$ cat src/design/lom_pkg.sv
// Purpose: constants shared by the lane output configuration registers
// Assumes: byte-wide register port, one output lane
// Notes:   register offsets are byte addresses on the register port
package lom_pkg;

  // ****************************************************************
  // register map
  // ****************************************************************
  localparam logic [7:0] LOM_ADDR_IDLE_RATE = 8'h40;
  localparam logic [7:0] LOM_ADDR_SWING     = 8'h42;
  localparam logic [7:0] LOM_ADDR_DEEMPH    = 8'h43;
  localparam logic [7:0] LOM_ADDR_GADJ      = 8'h47;

  localparam logic [7:0] LOM_RST_IDLE_RATE  = 8'h00;
  localparam logic [7:0] LOM_RST_SWING      = 8'h03;
  localparam logic [7:0] LOM_RST_DEEMPH     = 8'h03;
  localparam logic [7:0] LOM_RST_GADJ       = 8'h02;
  localparam logic [7:0] LOM_RDATA_UNMAPPED = 8'h00;

  // ****************************************************************
  // field positions
  // ****************************************************************
  localparam int LOM_BIT_IDLE_AUTO = 5;
  localparam int LOM_BIT_IDLE_SEL  = 4;
  localparam int LOM_BIT_RATE_AUTO = 1;
  localparam int LOM_BIT_RATE_SEL  = 0;
  localparam int LOM_BIT_DEM_TYPE  = 7;
  localparam int LOM_SWING_MSB     = 6;
  localparam int LOM_DEM_LVL_MSB   = 6;
  localparam int LOM_GADJ_MSB      = 1;

  // ****************************************************************
  // output swing codes and amplitudes in mV
  // ****************************************************************
  localparam logic [6:0]  LOM_SWING_600  = 7'h03;
  localparam logic [6:0]  LOM_SWING_800  = 7'h07;
  localparam logic [6:0]  LOM_SWING_1000 = 7'h0f;
  localparam logic [6:0]  LOM_SWING_1200 = 7'h1f;
  localparam logic [10:0] LOM_MV_600     = 11'h258;
  localparam logic [10:0] LOM_MV_800     = 11'h320;
  localparam logic [10:0] LOM_MV_1000    = 11'h3e8;
  localparam logic [10:0] LOM_MV_1200    = 11'h4b0;

  // ****************************************************************
  // de-emphasis codes and attenuation in tenths of a dB
  // ****************************************************************
  localparam logic [7:0] LOM_DEM_0DB0  = 8'h01;
  localparam logic [7:0] LOM_DEM_3DB5  = 8'he8;
  localparam logic [7:0] LOM_DEM_6DB0  = 8'h88;
  localparam logic [7:0] LOM_DEM_9DB0  = 8'h90;
  localparam logic [7:0] LOM_DEM_12DB0 = 8'ha0;
  localparam logic [6:0] LOM_TDB_0     = 7'h00;
  localparam logic [6:0] LOM_TDB_35    = 7'h23;
  localparam logic [6:0] LOM_TDB_60    = 7'h3c;
  localparam logic [6:0] LOM_TDB_90    = 7'h5a;
  localparam logic [6:0] LOM_TDB_120   = 7'h78;

  // ****************************************************************
  // global swing scale in eighths
  // ****************************************************************
  localparam logic [1:0] LOM_GADJ_M250 = 2'h0;
  localparam logic [1:0] LOM_GADJ_M125 = 2'h1;
  localparam logic [1:0] LOM_GADJ_P000 = 2'h2;
  localparam logic [1:0] LOM_GADJ_P125 = 2'h3;
  localparam logic [3:0] LOM_EIGHTHS_M250 = 4'h6;
  localparam logic [3:0] LOM_EIGHTHS_M125 = 4'h7;
  localparam logic [3:0] LOM_EIGHTHS_P000 = 4'h8;
  localparam logic [3:0] LOM_EIGHTHS_P125 = 4'h9;
  localparam int         LOM_EIGHTHS_SHIFT = 3;

endpackage

$ cat src/design/lom_regs.sv
// Purpose: configuration registers of one output lane of a mux/buffer
// Assumes: byte register port driven by the management interface logic
// Notes:   all outputs registered; reserved bits stored but unused
//          mirrored outputs follow a write at its own edge
//          derived outputs follow one edge after the register
//          detector changes reach the outputs about five edges late
//
// Behaviour
// - With idle-auto set the lane mutes from its own idle detector, else the manual idle bit decides.
// - Under manual idle a 0 keeps the output on with detection off and a 1 mutes it.
// - With rate-auto set the detected rate is used, else the manual rate bit sets the range.
// - The swing code gives 600, 800, 1000 or 1200 mV and code 3Fh is reserved.
// - De-emphasis bit 7 picks compatibility or enhanced type and bits 6 to 0 the level.
// - De-emphasis codes 01h, E8h, 88h, 90h, A0h give 0, -3.5, -6, -9, -12 dB, reset 03h.
// - The global adjust scales every swing by -25, -12.5, 0 or +12.5 percent, reset 10.
`timescale 1ns/1ps
module lom_regs
  import lom_pkg::*;
(
  input  wire logic        ref_clk_i,
  input  wire logic        resetn_i,
  input  wire logic [7:0]  reg_addr_i,
  input  wire logic        reg_wr_i,
  input  wire logic [7:0]  reg_wdata_i,
  input  wire logic        reg_rd_i,
  output logic      [7:0]  reg_rdata_o,
  output logic             reg_rvalid_o,
  input  wire logic        idle_detected_i,
  input  wire logic        rate_high_detected_i,
  output logic             mute_o,
  output logic             signal_detection_en_o,
  output logic             rate_high_o,
  output logic      [6:0]  output_swing_code_o,
  output logic      [10:0] output_swing_mv_o,
  output logic             output_swing_reserved_o,
  output logic      [1:0]  output_swing_adjust_o,
  output logic             deemphasis_type_o,
  output logic      [6:0]  deemphasis_level_o,
  output logic      [6:0]  deemphasis_tenth_db_o,
  output logic             deemphasis_unlisted_o
);

  typedef struct packed {
    logic [7:0]  idle_rate;
    logic [7:0]  swing;
    logic [7:0]  deemph;
    logic [7:0]  gadj;
    logic [7:0]  rdata;
    logic        rvalid;
    logic        mute;
    logic        sd_en;
    logic        rate_high;
    logic [10:0] swing_mv;
    logic        swing_bad;
    logic [6:0]  dem_tdb;
    logic        dem_bad;
  } lom_regs_state_type;

  lom_regs_state_type state_reg;
  lom_regs_state_type state_next;
  logic [1:0]         det_sync;

  // ****************************************************************
  // detector synchronisers
  // ****************************************************************
  lom_sync #(
    .WIDTH (2)
  ) u_sync (
    .ref_clk_i (ref_clk_i),
    .resetn_i  (resetn_i),
    .async_i   ({rate_high_detected_i, idle_detected_i}),
    .sync_o    (det_sync)
  );

  // ****************************************************************
  // next state
  // ****************************************************************
  always_comb begin
    logic [7:0]  ir;
    logic [6:0]  sc;
    logic [10:0] base_mv;
    logic [3:0]  eighths;
    logic [14:0] prod;
    ir         = '0;
    sc         = '0;
    base_mv    = '0;
    eighths    = '0;
    prod       = '0;
    state_next = state_reg;

    // **************************************************************
    // register writes, reserved bits kept as written
    // **************************************************************
    if (reg_wr_i) begin
      unique case (reg_addr_i)
        LOM_ADDR_IDLE_RATE: state_next.idle_rate = reg_wdata_i;
        LOM_ADDR_SWING:     state_next.swing     = reg_wdata_i;
        LOM_ADDR_DEEMPH:    state_next.deemph    = reg_wdata_i;
        LOM_ADDR_GADJ:      state_next.gadj      = reg_wdata_i;
        default: ;
      endcase
    end

    // **************************************************************
    // register reads, one cycle later
    // **************************************************************
    // read and write in one cycle returns the old value
    state_next.rvalid = reg_rd_i;
    if (reg_rd_i) begin
      unique case (reg_addr_i)
        LOM_ADDR_IDLE_RATE: state_next.rdata = state_reg.idle_rate;
        LOM_ADDR_SWING:     state_next.rdata = state_reg.swing;
        LOM_ADDR_DEEMPH:    state_next.rdata = state_reg.deemph;
        LOM_ADDR_GADJ:      state_next.rdata = state_reg.gadj;
        default:            state_next.rdata = LOM_RDATA_UNMAPPED;
      endcase
    end

    // **************************************************************
    // idle control from current register contents
    // **************************************************************
    // detector levels arrive through the three-flop filter
    ir = state_reg.idle_rate;
    if (ir[LOM_BIT_IDLE_AUTO]) begin
      state_next.sd_en = 1'b1;
      state_next.mute  = det_sync[0];
    end else begin
      state_next.sd_en = 1'b0;
      state_next.mute  = ir[LOM_BIT_IDLE_SEL];
    end

    // **************************************************************
    // rate range control
    // **************************************************************
    if (ir[LOM_BIT_RATE_AUTO]) begin
      state_next.rate_high = det_sync[1];
    end else begin
      state_next.rate_high = ir[LOM_BIT_RATE_SEL];
    end

    // **************************************************************
    // swing amplitude; unlisted codes keep the default amplitude
    // **************************************************************
    sc                   = state_reg.swing[LOM_SWING_MSB:0];
    state_next.swing_bad = 1'b0;
    unique case (sc)
      LOM_SWING_600:  base_mv = LOM_MV_600;
      LOM_SWING_800:  base_mv = LOM_MV_800;
      LOM_SWING_1000: base_mv = LOM_MV_1000;
      LOM_SWING_1200: base_mv = LOM_MV_1200;
      default: begin
        base_mv              = LOM_MV_600;
        state_next.swing_bad = 1'b1;
      end
    endcase

    // **************************************************************
    // global scale in eighths
    // **************************************************************
    unique case (state_reg.gadj[LOM_GADJ_MSB:0])
      LOM_GADJ_M250: eighths = LOM_EIGHTHS_M250;
      LOM_GADJ_M125: eighths = LOM_EIGHTHS_M125;
      LOM_GADJ_P000: eighths = LOM_EIGHTHS_P000;
      LOM_GADJ_P125: eighths = LOM_EIGHTHS_P125;
    endcase
    prod                = 15'(base_mv) * 15'(eighths);
    state_next.swing_mv = 11'(prod >> LOM_EIGHTHS_SHIFT);

    // **************************************************************
    // de-emphasis attenuation from the whole register
    // **************************************************************
    state_next.dem_bad = 1'b0;
    unique case (state_reg.deemph)
      LOM_DEM_0DB0:  state_next.dem_tdb = LOM_TDB_0;
      LOM_DEM_3DB5:  state_next.dem_tdb = LOM_TDB_35;
      LOM_DEM_6DB0:  state_next.dem_tdb = LOM_TDB_60;
      LOM_DEM_9DB0:  state_next.dem_tdb = LOM_TDB_90;
      LOM_DEM_12DB0: state_next.dem_tdb = LOM_TDB_120;
      default: begin
        state_next.dem_tdb = LOM_TDB_0;
        state_next.dem_bad = 1'b1;
      end
    endcase
  end

  // ****************************************************************
  // state register
  // ****************************************************************
  always_ff @(posedge ref_clk_i or negedge resetn_i) begin
    if (!resetn_i) begin
      state_reg           <= '0;
      state_reg.idle_rate <= LOM_RST_IDLE_RATE;
      state_reg.swing     <= LOM_RST_SWING;
      state_reg.deemph    <= LOM_RST_DEEMPH;
      state_reg.gadj      <= LOM_RST_GADJ;
      state_reg.swing_mv  <= LOM_MV_600;
      state_reg.dem_bad   <= 1'b1;
      state_reg.swing_bad <= 1'b0;
      state_reg.dem_tdb   <= LOM_TDB_0;
      state_reg.rdata     <= LOM_RDATA_UNMAPPED;
    end else begin
      state_reg <= state_next;
    end
  end

  // ****************************************************************
  // outputs
  // ****************************************************************
  assign reg_rdata_o             = state_reg.rdata;
  assign reg_rvalid_o            = state_reg.rvalid;
  assign mute_o                  = state_reg.mute;
  assign signal_detection_en_o   = state_reg.sd_en;
  assign rate_high_o             = state_reg.rate_high;
  assign output_swing_code_o     = state_reg.swing[LOM_SWING_MSB:0];
  assign output_swing_mv_o       = state_reg.swing_mv;
  assign output_swing_reserved_o = state_reg.swing_bad;
  assign output_swing_adjust_o   = state_reg.gadj[LOM_GADJ_MSB:0];
  assign deemphasis_type_o       = state_reg.deemph[LOM_BIT_DEM_TYPE];
  assign deemphasis_level_o      = state_reg.deemph[LOM_DEM_LVL_MSB:0];
  assign deemphasis_tenth_db_o   = state_reg.dem_tdb;
  assign deemphasis_unlisted_o   = state_reg.dem_bad;

endmodule // lom_regs

$ cat src/design/lom_sync.sv
// Purpose: three-stage synchroniser with agreement filter
// Assumes: inputs are asynchronous levels from the analog detectors
// Notes:   output follows only when stages two and three agree
`timescale 1ns/1ps
module lom_sync #(
  parameter int WIDTH = 2
) (
  input  wire logic             ref_clk_i,
  input  wire logic             resetn_i,
  input  wire logic [WIDTH-1:0] async_i,
  output logic      [WIDTH-1:0] sync_o
);

  typedef struct packed {
    logic [WIDTH-1:0] s1;
    logic [WIDTH-1:0] s2;
    logic [WIDTH-1:0] s3;
    logic [WIDTH-1:0] q;
  } lom_sync_state_type;

  lom_sync_state_type state_reg;
  lom_sync_state_type state_next;

  always_comb begin
    state_next    = state_reg;
    state_next.s1 = async_i;
    state_next.s2 = state_reg.s1;
    state_next.s3 = state_reg.s2;
    for (int i = 0; i < WIDTH; i++) begin
      if (state_reg.s2[i] == state_reg.s3[i]) begin
        state_next.q[i] = state_reg.s3[i];
      end
    end
  end

  always_ff @(posedge ref_clk_i or negedge resetn_i) begin
    if (!resetn_i) begin
      state_reg <= '0;
    end else begin
      state_reg <= state_next;
    end
  end

  assign sync_o = state_reg.q;

endmodule // lom_sync

$ cat config.mk
export PLATFORM = sky130hd
export DESIGN_NAME = lom_regs
export DESIGN_NICKNAME = d
export VERILOG_FILES = /design/src/design/lom_pkg.sv /design/src/design/lom_regs.sv /design/src/design/lom_sync.sv
export SDC_FILE = /design/constraint.sdc
export NUM_CORES = 1
export LEC_CHECK = 0
export ABC_AREA = 1
export BUFFER_PORTS_ARGS = -buffer_cell sky130_fd_sc_hd__buf_2
export CAP_MARGIN = 20
export CORE_UTILIZATION = 40
export DETAILED_ROUTE_END_ITERATION = 10
export MAX_ROUTING_LAYER = met4
export PLACE_DENSITY = 0.58
export SLEW_MARGIN = 25
export SYNTH_ARGS = -nofsm -noshare
export SYNTH_HDL_FRONTEND = slang
export SYNTH_HIERARCHICAL = 1
export SYNTH_SLANG_ARGS = --single-unit
$ cat constraint.sdc
create_clock -name ref_clk_i -period 4.4 [get_ports ref_clk_i]
set_input_delay 0 -clock ref_clk_i [delete_from_list [all_inputs] [get_ports ref_clk_i]]
set_output_delay 0 -clock ref_clk_i [all_outputs]
set_load 0.05 [all_outputs]
Yosys cells after proc, flatten, opt, wreduce, memory -nomap -nowiden
Cells that the tools add are included.
Widths: inputs -> output; s select.

cells by class
  $mul = 1
  equality and inequality tests = 18
  muxes and demuxes = 8
  reductions and logical operators = 7

operators by type and width
  operator            count
  $pmux 11 s3         1
  $eq 8x7->1 const B  4
  $eq 8x8->1 const B  4
  $pmux 8 s4          1
  $pmux 7 s4          1
  $pmux 4 s4          1
  $mul 11x4->14       1
  $eq 8x1->1 const B  1
  $reduce_and 2->1    4
  $eq 7x2->1 const B  1
  $eq 7x3->1 const B  1
  $eq 7x4->1 const B  1
  $eq 7x5->1 const B  1
  $reduce_or 5->1     1
  $eq 2x2->1 const B  2
  $reduce_or 4->1     1
  $mux 1              3
  $eq 1x1->1          2
  $eq 2x1->1 const B  1
  $logic_not 2->1     1
  $mux 2              1

word-level totals
  register bits after elaboration = 72
  input port bits = 22
  output and inout bits = 49
  word-level logic and storage cells = 52

Depth between registers and ports, before layout
  word-level depth = 3
  mapped depth = 22

Cells and area by module
Netlist, hierarchy kept.

by module, submodules not included
  module    times used  cells an instance  area an instance (µm²)
  lom_regs  1           473                4,047.6
  lom_sync  1           18                 247.7

Least setup slack after synthesis
Ideal clock, no wire load.

  path kind = register to register
  from = register state_reg (netlist bit output_swing_code_o[1])
  to = register state_reg (netlist bit output_swing_mv_o[10])
  arrival = 3.034 ns
  data required time = 4.284 ns
  path slack = 1.250 ns
  cell stages (with the launch flop) = 19
  clock period less this slack = 3.150 ns
  path through = dfstp_2 -> nand2_1 -> nor2_1 -> nand2_1 -> nor2_1 -> nor2_1 -> fa_1 -> inv_1 -> fa_1 -> inv_1 -> ha_1 -> nand2_1 -> nand2_1 -> nand2_1 -> nand2_1 -> a21oi_1 -> inv_1 -> nand2_1 -> nand2_1

RTL lines
  item                      RTL line         RTL
  start: declaration        lom_regs.sv:59   lom_regs_state_type state_reg;
  start signal: assignment  lom_regs.sv:202  state_reg <= state_next;

==> impl_metrics.py <==
metrics = {
    "run_status": {
        "status": "finished clean",
    },
    "synthesis": {
        "async_flop_share": 1.00,
        "synth.top_cell.area_share": 0.355,
        "ys.flop_type": "dfrtp_1",
        "synthMuxAreaShare": 0.00524,
        "synth_warnings": 6,
        "synth_cells": 491,
        "synth-compound-area-share": 0.0874,
        "synth_cell_types": 32,
        "synth_area_um2": 4300,
        "synth_fp_nets": 538,
        "synth_area_leader_cell": "dfrtp_1",
        "synthXorXnorAreaFrac": 0.0102,
        "synth_area_leaders": "dfrtp_1, nand2_1, buf_4, inv_1, dfstp_2",
        "synth-seq-cells": 71,
        "synth_top_family_by_area": "simple AND/OR/NAND/NOR gates",
        "ys_top_cells_by_count": "nand2_1, inv_1, dfrtp_1",
        "ys_seq_area_frac": 0.417,
        "synth_most_common_cell": "nand2_1",
        "syn_area_per_cell_um2": 8.75,
        "synthAdderAreaFrac": 0.0886,
        "yosys.area_share.simple": 0.232,
        "synth-edff-count": 0,
    },
    "floorplanning": {
        "core-area_um2": 10400,
        "pin_count": 71,
        "start_util": 0.414,
        "die_width_um": 106,
        "die-area_um2": 11200,
        "row_count": 37,
        "die_h_um": 106,
    },
    "setup_path": {
        "critPathKind": "flip-flop to flip-flop",
        "cp.arrival_ns": 3.77,
        "crit_path_max_incr_delay_ns": 0.56,
        "start_kind": "flip-flop",
        "cp_num_buf_inv": 2,
        "timing.critical_path.cells": "nand2_1 -> inv_1 -> nand2_1 -> nor2_1 -> o21ai_2 -> nand2_1 -> o21ai_0 -> ha_1 -> fa_1 -> inv_1 -> fa_1 -> o21ai_0 -> nand3_1 -> nand3_1 -> nand2_1",
        "r2r-start": "output_swing_code_o[1]$_DFFE_PN1P_",
        "slowest_stage": "dfstp_2",
        "crit_required_ns": 4.64,
        "crit_path_start": "output_swing_code_o[1]$_DFFE_PN1P_",
        "end_kind": "flip-flop",
        "crit_top_cell": "nand2_1",
        "cp_max_fo": 5,
        "cp_top_family": "adder cells",
    },
    "clocking": {
        "clkTransAtPathRegs_ns": 0.08,
        "post_cts_buffers": 0,
        "clk-insertion-delay-late_ns": 0.35,
        "hold_buffers": 12,
        "cts.path.max_buffers": 2,
        "root_buffer": "clkbuf_8",
        "clkSinkCount": 71,
        "cts_inserted_buffers": 9,
        "htree_levels": 3,
        "cts_resized": 0,
        "cts_tree": "yes",
    },
    "sta": {
        "max_slew_margin": 0.398,
        "hold_ws_ns": 0.0883,
        "setup_tns_ns": 0,
        "max_freq_mhz": 283,
        "clock-skew-final_ns": 0.0114,
        "setup_viol": 0,
        "hold_violations": 0,
        "worst_slew_pin_slew_ns": 0.902,
        "finalCritPeriodShare": 0.802,
        "rsz0062_at_grt": "false",
        "fin_crit_ns": 3.53,
        "slew_viol_final": 0,
    },
    "placement": {
        "place_area_um2": 4410,
        "port_buffers": 70,
        "globalplace.congestion": 0.828,
        "dp_hpwl_mm": 6.55,
    },
    "finish": {
        "n_fill_cell": 1055,
        "multi_input_area_um2": 1820,
        "area_growth_pct": 11.2,
        "largest_reg_flops": 15,
        "fin_area_um2": 4780,
        "antenna_cells": 0,
        "drive_gt1_frac": 0.249,
        "seq_area_um2": 1790,
        "fin_nets": 580,
    },
    "grt": {
        "grt_pass1_vias": 3083,
        "grt_usage": 0.181,
        "overflow": 0,
        "grt_pass1_wl_mm": 15.0,
        "antenna_found_initial": 0,
        "grt_start_max_net_pins": 72,
    },
    "detailed_routing": {
        "drc_errors": 0,
        "drt-pass1-iter-count": 4,
        "drt_iter0_drc": 125,
        "antenna_left": 0,
        "vias_per_cell": 4.69,
        "totalWireLength_mm": 8.91,
        "wl_per_cell_um": 13.2,
        "vias": 3160,
    },
    "hold_path": {
        "hp-start": "reg_wr_i",
        "hold_class": "primary input to flip-flop",
    },
    "run": {
        "cap_violations": 0,
    },
    "power": {
        "vdd_drop_max_v": 0.000205,
        "powerDensity_nw_per_um2": 358,
        "leakage_nw": 2.72,
        "total_power_mw": 1.71,
    },
}
==> final cells by class <==
class,instances,area share
repair buffers,83,0.100
flip-flops and latches,71,0.375
clock buffers,10,0.0267
multi-input cells,294,0.381
well taps,136,0.0356
inverters,74,0.0581
clock inverters,6,0.0244
==> through the flow <==
stage / cells / utilization / setup slack, ns
floorplan: 491 / - / 1.25
global placement: 646 / 0.426 / 1.00
detailed placement: 646 / 0.426 / 0.898
CTS: 674 / 0.461 / 0.870
global route: 674 / 0.461 / 0.529
finish: 674 / 0.461 / 0.870
==> report_power, final <==
group          leakage (nW)  internal, mW  switching [mW]
clock network         0.121         0.381           0.264
registers             0.890         0.706          0.0278
logic                  1.71        0.0893           0.244
total                  2.72          1.18           0.536
==> path summary, 6_finish.rpt <==
| check | end | slack [ns] | cells past startpoint |
|---|---|---|---|
| max | output_swing_mv_o[8]$_DFF_PN0_ | 0.87 | 15 |
| min in group asynchronous | u_sync/state_next[5]$_DFF_PN0_ | 0.38 | 3 |
| min | output_swing_code_o[1]$_DFFE_PN1P_ | 0.09 | 3 |
| max reg2reg | output_swing_mv_o[8]$_DFF_PN0_ | 0.87 | 15 |
| min reg2reg | u_sync/state_next[3]$_DFF_PN0_ | 0.35 | 0 |
| max in group asynchronous | output_swing_mv_o[2]$_DFF_PN0_ | 3.42 | 3 |
==> cells by family after synthesis <==
| kind of cell | after synthesis |
|---|---|
| adders and majority gates | 25 |
| buffers and inverters | 126 |
| and+or+nand+nor | 207 |
| DFF | 71 |
| xor gates and xnor gates | 5 |
| AOI/OAI and AO/OA | 55 |
| muxes | 2 |
==> worst min-delay path: stages <==
cell and delay [ns]:
buf_2 0.14, nand3_4 0.23, o21ai_2 0.07
==> placed cells by master, fill, tap and decap left out, types with 3 or more instances in the layout <==
cell,instances
nor2_8,4
a21oi_1,7
xor2_1,4
inv_1,73
nand3_1,47
nand2_1,113
nor2_4,3
ha_1,16
fa_1,9
bufinv_16,3
o21ai_1,8
nor2_1,25
nand4_1,5
nand2_4,3
o21a_1,6
dfrtp_1,61
o21ai_2,21
o21ai_0,10
dfstp_2,10
clkbuf_8,9
buf_2,70
dlygate4sd3_1,12
==> metal layers <==
| layer | up-vias | routed length, um | global-route usage |
|---|---|---|---|
| met5 | - | 0 | - |
| met4 | 0 | 80 | 0.0565 |
| met3 | 8 | 454 | 0.0464 |
| met2 | 76 | 3950 | 0.271 |
| met1 | 1488 | 4420 | 0.240 |
| li1 | 1588 | - | - |
(Power assumes the default switching activity.)
